===== src/logic/cmp_mode_defines.vh =====
// constants for the comparator mode-control block
`ifndef CMP_MODE_DEFINES_VH
`define CMP_MODE_DEFINES_VH
`define ADDR_W 8
`define OFF_MODE 8'h00
`define OFF_STATUS 8'h04
`define OFF_MASK 8'h08
`define OFF_SEL 8'h0c
`define OFF_LEVEL 8'h10
`define BIT_INV 6
`define BIT_RIE 5
`define BIT_FIE 4
`define FLD_INPUT_ROUTING_SELECT_HI 3
`define FLD_INPUT_ROUTING_SELECT_LO 2
`define FLD_MD_HI 1
`define FLD_MD_LO 0
`define MODE_RESET 8'h02
`define SEL_RESET 8'hff
`define MD_RESET 2'h2
`define SEL_NIB_RESET 4'hf
`define LEVEL_RESET 6'h00
`define MASK_RESET 2'h0
`define INPUT_ROUTING_SELECT_DIRECT 2'h0
`define INPUT_ROUTING_SELECT_GND 2'h1
`define INPUT_ROUTING_SELECT_DAC_PLUS 2'h2
`define INPUT_ROUTING_SELECT_DAC_MINUS 2'h3
`define MD_FASTEST 2'h0
`define MD_SLOWEST 2'h3
`define ST_RISE 0
`define ST_FALL 1
`define RESP_OKAY 2'h0
`define RESP_SLVERR 2'h2
`endif


===== src/logic/cmp_sync3.v =====
// three-flop synchroniser that accepts a change once stages two and three agree
`timescale 1ns/1ps
module cmp_sync3 (
   input wire clk_in,
   input wire nrst_in,
   input wire d_in,
   output reg q_out
);
   reg s1_ff;
   reg s2_ff;
   reg s3_ff;
   always @(posedge clk_in or negedge nrst_in) begin
      if (!nrst_in) begin
         s1_ff <= 1'b0;
         s2_ff <= 1'b0;
         s3_ff <= 1'b0;
         q_out <= 1'b0;
      end else begin
         s1_ff <= d_in;
         s2_ff <= s1_ff;
         s3_ff <= s2_ff;
         if (s2_ff == s3_ff) begin
            q_out <= s3_ff;
         end
      end
   end
endmodule // cmp_sync3


===== src/logic/cmp_edge_flag.v =====
// sticky edge flag, set wins over a write-one clear
`timescale 1ns/1ps
module cmp_edge_flag (
   input wire clk_in,
   input wire nrst_in,
   input wire set_in,
   input wire clr_in,
   output reg flag_out
);
   always @(posedge clk_in or negedge nrst_in) begin
      if (!nrst_in) begin
         flag_out <= 1'b0;
      end else if (set_in) begin
         flag_out <= 1'b1;
      end else if (clr_in) begin
         flag_out <= 1'b0;
      end
   end
endmodule // cmp_edge_flag


===== src/logic/comparator_mode_control.v =====
// comparator mode-control register bank with AXI4-Lite slave
// Summary of operation
// - rise_irq_enable (bit 5) lets a rising edge raise the interrupt, otherwise not.
// - fall_irq_enable (bit 4) lets a falling edge raise the interrupt, otherwise not.
// - routing 0x0 drives plus from the positive selection and minus from the negative one, DAC off.
// - routing 0x1 drives plus from the positive selection and ties minus to ground, DAC off.
// - routing 0x2 feeds the DAC to plus, negative selection to minus, positive selection as DAC reference.
// - routing 0x3 feeds the DAC to minus, positive selection to plus, negative selection as DAC reference.
// - speed_power_mode in bits 1:0 resets to 0x2 and is presented to the comparator.
// - mode 0x0 requests the fastest response at highest power.
// - mode 0x3 requests the slowest response at lowest power, 0x1 and 0x2 lie between.
// - a rising comparator output sets the rise flag, which stays until firmware clears it.
// - a falling comparator output sets the fall flag, which stays until firmware clears it.
//
// Implementation choices: the placing of the registers and register access over AXI4-Lite.
`timescale 1ns/1ps
`include "cmp_mode_defines.vh"
module comparator_mode_control (
   input wire CORE_CLK_IN,
   input wire NRST_IN,
   input wire [7:0] S_AXI_AWADDR_IN,
   input wire S_AXI_AWVALID_IN,
   output wire S_AXI_AWREADY_OUT,
   input wire [31:0] S_AXI_WDATA_IN,
   input wire [3:0] S_AXI_WSTRB_IN,
   input wire S_AXI_WVALID_IN,
   output wire S_AXI_WREADY_OUT,
   output reg [1:0] S_AXI_BRESP_OUT,
   output reg S_AXI_BVALID_OUT,
   input wire S_AXI_BREADY_IN,
   input wire [7:0] S_AXI_ARADDR_IN,
   input wire S_AXI_ARVALID_IN,
   output wire S_AXI_ARREADY_OUT,
   output reg [31:0] S_AXI_RDATA_OUT,
   output reg [1:0] S_AXI_RRESP_OUT,
   output reg S_AXI_RVALID_OUT,
   input wire S_AXI_RREADY_IN,
   input wire CMP_RAW_IN,
   output reg CMP_OUT,
   output reg [1:0] SPEED_POWER_MODE_OUT,
   output reg FASTEST_MODE_OUT,
   output reg SLOWEST_MODE_OUT,
   output reg [3:0] PLUS_MUX_SEL_OUT,
   output reg PLUS_FROM_DAC_OUT,
   output reg [3:0] MINUS_MUX_SEL_OUT,
   output reg MINUS_FROM_DAC_OUT,
   output reg MINUS_TO_GND_OUT,
   output reg DAC_ENABLE_OUT,
   output reg [3:0] DAC_REF_SEL_OUT,
   output reg [5:0] DAC_LEVEL_OUT,
   output wire IRQ_OUT
);
   ////////////////////////////////////////////////////////////////////////////
   // register map, one aligned word each, only the low byte is implemented:
   //   mode   - invert, rise enable, fall enable, routing, speed/power mode
   //   status - rise and fall event flags, write one to clear
   //   mask   - per-flag gate on the interrupt, on top of the mode enables
   //   sel    - negative selection in the high nibble, positive in the low one
   //   level  - dac reference level, six bits
   //   other offsets are answered with slverr and have no effect
   // registers
   reg [7:0] mode_ff;
   reg [7:0] sel_ff;
   reg [5:0] level_ff;
   reg [1:0] mask_ff;
   reg [7:0] aw_addr_ff;
   reg aw_got_ff;
   reg [31:0] w_data_ff;
   reg [3:0] w_strb_ff;
   reg w_got_ff;
   reg cmp_prev_ff;
   wire cmp_sync;
   wire cmp_pol;
   wire rise_event_flag;
   wire fall_event_flag;
   wire [1:0] status;
   wire wr_fire;
   wire wr_hit_status;
   wire [1:0] clr_bits;
   wire [1:0] input_routing_select;
   reg [31:0] nxt_rdata;
   reg nxt_rerr;
   wire rise_seen;
   wire fall_seen;
   wire rise_irq;
   wire fall_irq;
   reg irq_ff;

   assign input_routing_select = mode_ff[`FLD_INPUT_ROUTING_SELECT_HI:`FLD_INPUT_ROUTING_SELECT_LO];

   ////////////////////////////////////////////////////////////////////////////
   // comparator output path
   cmp_sync3 u_sync (
      .clk_in(CORE_CLK_IN),
      .nrst_in(NRST_IN),
      .d_in(CMP_RAW_IN),
      .q_out(cmp_sync)
   );

   assign cmp_pol = cmp_sync ^ mode_ff[`BIT_INV];
   // toggling the invert bit flips cmp_pol, and that counts as an edge
   assign rise_seen = cmp_pol & ~cmp_prev_ff;
   assign fall_seen = ~cmp_pol & cmp_prev_ff;

   always @(posedge CORE_CLK_IN or negedge NRST_IN) begin
      if (!NRST_IN) begin
         cmp_prev_ff <= 1'b0;
         CMP_OUT <= 1'b0;
      end else begin
         cmp_prev_ff <= cmp_pol;
         CMP_OUT <= cmp_pol;
      end
   end

   cmp_edge_flag u_rise (
      .clk_in(CORE_CLK_IN),
      .nrst_in(NRST_IN),
      .set_in(rise_seen),
      .clr_in(clr_bits[`ST_RISE]),
      .flag_out(rise_event_flag)
   );

   cmp_edge_flag u_fall (
      .clk_in(CORE_CLK_IN),
      .nrst_in(NRST_IN),
      .set_in(fall_seen),
      .clr_in(clr_bits[`ST_FALL]),
      .flag_out(fall_event_flag)
   );

   assign status = {fall_event_flag, rise_event_flag};

   // enables gate each flag, the mask register gates the result
   assign rise_irq = rise_event_flag & mode_ff[`BIT_RIE] & mask_ff[`ST_RISE];
   assign fall_irq = fall_event_flag & mode_ff[`BIT_FIE] & mask_ff[`ST_FALL];

   // registered so the interrupt pin comes from a flip-flop like the other data outputs
   always @(posedge CORE_CLK_IN or negedge NRST_IN) begin
      if (!NRST_IN) begin
         irq_ff <= 1'b0;
      end else begin
         irq_ff <= rise_irq | fall_irq;
      end
   end
   assign IRQ_OUT = irq_ff;

   ////////////////////////////////////////////////////////////////////////////
   // routing and mode decode
   always @(posedge CORE_CLK_IN or negedge NRST_IN) begin
      if (!NRST_IN) begin
         SPEED_POWER_MODE_OUT <= `MD_RESET;
         FASTEST_MODE_OUT <= 1'b0;
         SLOWEST_MODE_OUT <= 1'b0;
         PLUS_MUX_SEL_OUT <= `SEL_NIB_RESET;
         MINUS_MUX_SEL_OUT <= `SEL_NIB_RESET;
         PLUS_FROM_DAC_OUT <= 1'b0;
         MINUS_FROM_DAC_OUT <= 1'b0;
         MINUS_TO_GND_OUT <= 1'b0;
         DAC_ENABLE_OUT <= 1'b0;
         DAC_REF_SEL_OUT <= 4'h0;
         DAC_LEVEL_OUT <= `LEVEL_RESET;
      end else begin
         SPEED_POWER_MODE_OUT <= mode_ff[`FLD_MD_HI:`FLD_MD_LO];
         FASTEST_MODE_OUT <= (mode_ff[`FLD_MD_HI:`FLD_MD_LO] == `MD_FASTEST);
         SLOWEST_MODE_OUT <= (mode_ff[`FLD_MD_HI:`FLD_MD_LO] == `MD_SLOWEST);
         PLUS_MUX_SEL_OUT <= sel_ff[3:0];
         MINUS_MUX_SEL_OUT <= sel_ff[7:4];
         DAC_LEVEL_OUT <= level_ff;
         case (input_routing_select)
            `INPUT_ROUTING_SELECT_DIRECT: begin
               PLUS_FROM_DAC_OUT <= 1'b0;
               MINUS_FROM_DAC_OUT <= 1'b0;
               MINUS_TO_GND_OUT <= 1'b0;
               DAC_ENABLE_OUT <= 1'b0;
               DAC_REF_SEL_OUT <= 4'h0;
            end
            `INPUT_ROUTING_SELECT_GND: begin
               PLUS_FROM_DAC_OUT <= 1'b0;
               MINUS_FROM_DAC_OUT <= 1'b0;
               MINUS_TO_GND_OUT <= 1'b1;
               DAC_ENABLE_OUT <= 1'b0;
               DAC_REF_SEL_OUT <= 4'h0;
            end
            `INPUT_ROUTING_SELECT_DAC_PLUS: begin
               PLUS_FROM_DAC_OUT <= 1'b1;
               MINUS_FROM_DAC_OUT <= 1'b0;
               MINUS_TO_GND_OUT <= 1'b0;
               DAC_ENABLE_OUT <= 1'b1;
               DAC_REF_SEL_OUT <= sel_ff[3:0];
            end
            default: begin
               PLUS_FROM_DAC_OUT <= 1'b0;
               MINUS_FROM_DAC_OUT <= 1'b1;
               MINUS_TO_GND_OUT <= 1'b0;
               DAC_ENABLE_OUT <= 1'b1;
               DAC_REF_SEL_OUT <= sel_ff[7:4];
            end
         endcase
      end
   end

   ////////////////////////////////////////////////////////////////////////////
   // axi4-lite write side
   // address and data are held apart, so either may arrive first
   // the write waits for both and for the previous response to be taken
   assign S_AXI_AWREADY_OUT = ~aw_got_ff & ~S_AXI_BVALID_OUT;
   assign S_AXI_WREADY_OUT = ~w_got_ff & ~S_AXI_BVALID_OUT;
   assign wr_fire = aw_got_ff & w_got_ff & ~S_AXI_BVALID_OUT;
   // a clear that meets a new edge loses, so no event is missed
   assign wr_hit_status = wr_fire & (aw_addr_ff == `OFF_STATUS) & w_strb_ff[0];
   assign clr_bits = wr_hit_status ? w_data_ff[1:0] : 2'b00;

   always @(posedge CORE_CLK_IN or negedge NRST_IN) begin
      if (!NRST_IN) begin
         aw_addr_ff <= 8'h00;
         aw_got_ff <= 1'b0;
         w_data_ff <= 32'h00000000;
         w_strb_ff <= 4'h0;
         w_got_ff <= 1'b0;
         S_AXI_BVALID_OUT <= 1'b0;
         S_AXI_BRESP_OUT <= `RESP_OKAY;
         mode_ff <= `MODE_RESET;
         sel_ff <= `SEL_RESET;
         level_ff <= `LEVEL_RESET;
         mask_ff <= `MASK_RESET;
      end else begin
         if (S_AXI_AWVALID_IN && S_AXI_AWREADY_OUT) begin
            aw_addr_ff <= {S_AXI_AWADDR_IN[7:2], 2'b00};
            aw_got_ff <= 1'b1;
         end
         if (S_AXI_WVALID_IN && S_AXI_WREADY_OUT) begin
            w_data_ff <= S_AXI_WDATA_IN;
            w_strb_ff <= S_AXI_WSTRB_IN;
            w_got_ff <= 1'b1;
         end
         if (wr_fire) begin
            aw_got_ff <= 1'b0;
            w_got_ff <= 1'b0;
            S_AXI_BVALID_OUT <= 1'b1;
            S_AXI_BRESP_OUT <= `RESP_OKAY;
            case (aw_addr_ff)
               `OFF_MODE: begin
                  if (w_strb_ff[0]) begin
                     mode_ff <= {1'b0, w_data_ff[6:0]};
                  end
               end
               `OFF_STATUS: begin
               end
               `OFF_MASK: begin
                  if (w_strb_ff[0]) begin
                     mask_ff <= w_data_ff[1:0];
                  end
               end
               `OFF_SEL: begin
                  if (w_strb_ff[0]) begin
                     sel_ff <= w_data_ff[7:0];
                  end
               end
               `OFF_LEVEL: begin
                  if (w_strb_ff[0]) begin
                     level_ff <= w_data_ff[5:0];
                  end
               end
               default: begin
                  S_AXI_BRESP_OUT <= `RESP_SLVERR;
               end
            endcase
         end else if (S_AXI_BVALID_OUT && S_AXI_BREADY_IN) begin
            S_AXI_BVALID_OUT <= 1'b0;
         end
      end
   end

   ////////////////////////////////////////////////////////////////////////////
   // axi4-lite read side
   // read data is decoded from the address at the handshake edge and stands until rready
   assign S_AXI_ARREADY_OUT = ~S_AXI_RVALID_OUT;

   always @* begin
      nxt_rdata = 32'h00000000;
      nxt_rerr = 1'b0;
      case ({S_AXI_ARADDR_IN[7:2], 2'b00})
         `OFF_MODE: nxt_rdata[7:0] = mode_ff;
         `OFF_STATUS: nxt_rdata[1:0] = status;
         `OFF_MASK: nxt_rdata[1:0] = mask_ff;
         `OFF_SEL: nxt_rdata[7:0] = sel_ff;
         `OFF_LEVEL: nxt_rdata[5:0] = level_ff;
         default: nxt_rerr = 1'b1;
      endcase
   end

   always @(posedge CORE_CLK_IN or negedge NRST_IN) begin
      if (!NRST_IN) begin
         S_AXI_RVALID_OUT <= 1'b0;
         S_AXI_RDATA_OUT <= 32'h00000000;
         S_AXI_RRESP_OUT <= `RESP_OKAY;
      end else if (S_AXI_ARVALID_IN && S_AXI_ARREADY_OUT) begin
         S_AXI_RVALID_OUT <= 1'b1;
         S_AXI_RDATA_OUT <= nxt_rdata;
         S_AXI_RRESP_OUT <= nxt_rerr ? `RESP_SLVERR : `RESP_OKAY;
      end else if (S_AXI_RVALID_OUT && S_AXI_RREADY_IN) begin
         S_AXI_RVALID_OUT <= 1'b0;
      end
   end
endmodule // comparator_mode_control


===== config.mk =====
export PLATFORM = sky130hd
export DESIGN_NAME = comparator_mode_control
export DESIGN_NICKNAME = d
export VERILOG_FILES = /design/src/logic/cmp_sync3.v /design/src/logic/cmp_edge_flag.v /design/src/logic/comparator_mode_control.v
export VERILOG_INCLUDE_DIRS = /design/src /design/src/logic
export SDC_FILE = /design/constraint.sdc
export NUM_CORES = 1
export LEC_CHECK = 0
export BUFFER_PORTS_ARGS = -buffer_cell sky130_fd_sc_hd__buf_2
export CAP_MARGIN = 20
export CORE_MARGIN = 10
export CORE_UTILIZATION = 49
export DETAILED_ROUTE_END_ITERATION = 10
export PLACE_DENSITY = 0.9
export SLEW_MARGIN = 20
export SYNTH_ARGS = -nofsm -noshare
export SYNTH_HDL_FRONTEND = slang
export SYNTH_SLANG_ARGS = --single-unit

===== constraint.sdc =====
create_clock -name CORE_CLK_IN -period 1.7 [get_ports CORE_CLK_IN]
set_input_delay 0.255 -clock CORE_CLK_IN [delete_from_list [all_inputs] [get_ports CORE_CLK_IN]]
set_output_delay 0.255 -clock CORE_CLK_IN [all_outputs]
set_load 0.02 [all_outputs]

==> results by group <==
Floorplanning
  • Initial core utilization: 51.11%
  • Row cnt: 30
  • Core area: 6869 um^2
  • Vertical die dimension: 104.6 um
  • I/O pin count: 129
  • Die footprint: 10950 um^2
  • Die Wd: 104.6 um

Cells and area
  • Final-stage net count: 404
  • Leading cell type in the layout, fill and taps excluded: sky130_fd_sc_hd__buf_2
  • Share of layout cells above drive strength 1: 45.27%
  • Post-synthesis to final-layout area growth: 19.10%
  • Total inserted antenna cells: 0
  • Area used by multi-input combinational logic: 1177 um^2
  • Area of all sequential standard cells: 2175 um^2
  • Top library cells by usage in the layout, fill and taps aside: 70 x sky130_fd_sc_hd__buf_2, 68 x sky130_fd_sc_hd__dfrtp_1, 39 x sky130_fd_sc_hd__mux2_2
  • Fillers: 562

Worst setup path
  • Critical Path Fanout Max: 6
  • Worst path top cell family by delay: flip-flops
  • Register-to-register path setup slack: 0.12 ns
  • Critical Path Sink Type: register
  • Worst-path cell with the longest stage delay: sky130_fd_sc_hd__dfrtp_1
  • Count of buffering cells on the critical path with inverters included: 2
  • Origin of the worst setup path: aw_addr_ff[5]
  • Top cell by count, worst path: sky130_fd_sc_hd__buf_4
  • CP Data Required Time: 1.94 ns
  • Worst r2r src: aw_addr_ff[5]
  • Largest stage delay on the critical path: 0.42 ns
  • Worst-path cell chain: nor4b_4 > buf_4 > nand4_1 > buf_4 > mux2_2
  • Path type of the worst setup path: register to register
  • Logic depth of the worst register-to-register path: 5
  • Crit path depth: 5
  • CP arrival: 1.82 ns
  • Type of element launching the critical path: register
  • End of the worst register-to-register path: level_ff[1]
  • Worst setup path endpoint: level_ff[1]

Timing
  • Final period util: 92.76%
  • Hold violation count in the final report: 0
  • Achievable Freq: 634.1 MHz
  • Worst-Margin Slew: 0.5573 ns
  • Post-layout minimum cycle time: 1.577 ns
  • Hold Worst Slack: 0.06745 ns
  • Number of pins with negative max-slew slack in the final report: 0
  • Setup TNS Final: 0 ns
  • Maximum clock skew at final layout: 0.005430 ns
  • Worst relative slew slack: 62.77%
  • RSZ-0062 raised after global routing: no
  • Finish-stage setup viols: 0

Clock tree
  • Longest Clk Path Bufs: 2
  • Clock latency on the worst-skew pair: 0.35 ns
  • Number of buffers created by CTS: 9
  • Count of buffers added by post-CTS timing repair for setup: 0
  • Clock-pin slew of the registers on the worst-case setup and hold paths: 0.08 ns
  • Root buffer cell: sky130_fd_sc_hd__clkbuf_8
  • Htree depth: 3
  • Sinks on Clock Net: 86
  • Clock tree from TritonCTS: done

Place
  • Placed wire-length estimate: 5581 um
  • GPL Wtd Cong: 0.7770
  • Port Buffers: 71

Drt
  • Antenna Violating Nets Remaining: 0
  • Residual DRC: 0
  • Initial drt markers: 70
  • Via count: 2154
  • Routed wire length per instance: 16.69 um
  • Number of detailed-route iterations in the first pass: 4
  • Detail-routed via count per cell: 4.840
  • Total detailed-routing wirelength: 7428 um

Global route
  • Global-route wire length before repair: 11950 um
  • GRT overflow: 0
  • Vias in the first global route: 2341
  • GRT Util Overall: 13.42%
  • Initial antenna violation count: 0
  • Maximum number of pins on one net before global-route repair: 45

Worst hold path
  • Class of the most critical hold timing path: primary input to register

Synth
  • Synth warn: 0
  • Post-synthesis sequential element count: 86
  • Syn Inst Count: 263
  • Area leader, netlist: sky130_fd_sc_hd__dfrtp_1
  • Fraction of synthesized cell area taken by the top area cell type: 48.47%
  • Register area share after synthesis: 61.94%
  • Number of distinct library cell variants in the gate-level netlist after synthesis: 37
  • Post-Syn Area: 3511 um^2
  • Average instance area after synthesis: 13.35 um^2
  • Largest cells by area after synthesis: sky130_fd_sc_hd__dfrtp_1 48%, sky130_fd_sc_hd__dfstp_2 13%, sky130_fd_sc_hd__mux2_2 13%

Power and ir drop
  • VDD IR-drop max: 0.0008487 V
  • Leakage: 0.002053 uW
  • Pwr per Cell Area: 1636 nW/um^2

Job
  • Number of max-cap violations: 0

Outcome
  • Outcome: complete, no violations
[metrics by stage]
step | setup slack [ns] | power (uW) | util, % | cells | instance area, um^2
global placement | 0.1584 | 5081 | 57.03 | 427 | 3918
detailed placement | 0.1286 | 5190 | 57.03 | 427 | 3918
CTS | 0.1088 | 6896 | 60.87 | 445 | 4182
finish | 0.1230 | 6841 | 60.87 | 445 | 4182
global route | 0.03277 | 7215 | 60.87 | 445 | 4182
floorplan | 0.01414 | 4536 | - | 288 | 3605
[worst reg2reg max path, delay by kind of cell, from the launching register on]
kind,cells,cell delay (ns)
buf+inv,2,0.37
mux,1,0.28
simple gates,2,0.40
flops,1,0.42
[state kept, by name, summed over array words and instances, names as in the netlist, 6 cells and up]
signal / flops
S_AXI_RDATA_OUT: 8
sel_ff: 8
w_data_ff: 8
mode_ff: 7
DAC_LEVEL_OUT: 6
aw_addr_ff: 6
level_ff: 6
[timing repair]
action                                 CTS  global route
hold buffers                             2             0
resized for setup                        0             0
endpoints found under the hold margin   15             0
[where the power goes]
part | switching (uW) | internal (uW) | total (uW)
clock | 724 | 983 | 1710
sequential | 595 | 2820 | 3420
combinational | 905 | 812 | 1720
total | 2220 | 4620 | 6840
[worst min-delay path by stage]
stage | start | cells past startpoint | end
6_report | S_AXI_BREADY_IN | 2 | S_AXI_BVALID_OUT
3_3_place_gp | NRST_IN | 1 | w_data_ff[7]
4_1_cts | S_AXI_BREADY_IN | 2 | S_AXI_BVALID_OUT
5_1_grt | S_AXI_BREADY_IN | 2 | S_AXI_BVALID_OUT
2_1_floorplan | NRST_IN | 0 | DAC_ENABLE_OUT
3_5_place_dp | NRST_IN | 1 | w_data_ff[7]
[layer usage]
layer | up-vias | global-route usage, % | share of wire (%)
li1 | 1019 | - | -
met1 | 1051 | 16.03 | 43
met2 | 74 | 21.26 | 48
met3 | 10 | 5.283 | 7.5
met4 | 0 | 5.392 | 1.4
met5 | - | 0 | 0
[kinds of logic (layout without fill, tap and decap cells)]
kind of cell	after synthesis	in the layout	share of synthesized area, %
fa+ha+maj	1	1	0.2851
mux	46	46	14.86
other cells	1	26	0.1068
flops	86	86	61.94
xor+xnor	1	1	0.2495
compound gates	27	27	5.025
simple gates	61	61	10.33
buf+inv	40	101	7.199
[synthesized netlist by cell type (all sizes together)]
library cell and number:
maj3 1, nand3 6, and3b 1, and4bb 1, nor3 2, nor3b 5, nor4b 1, dfrtp 68
mux2 39, mux2i 6, conb 1, a21oi 6, inv 4, and3 5, a31oi 2, and2 4
dfstp 18, mux4 1, o21bai 1, nand4b 1, buf 28, clkbuf 8, nand2b 1, a211o 1
a41o 1, nand2 14, o211ai 9, nor2b 8, o21ai 6, nor2 9, a22o 1, nand4 2
xnor2 1, and4 1
[layout make-up]
type,count,share of cell area (%)
Clock inverter,7,2.873
Multi-Input combinational cell,162,28.16
Inverter,4,0.3591
Timing Repair Buffer,81,10.77
Clock buffer,9,2.962
Sequential cell,86,52.00
Tap cell,96,2.873
No activity file was read; power rests on OpenSTA's default activity.
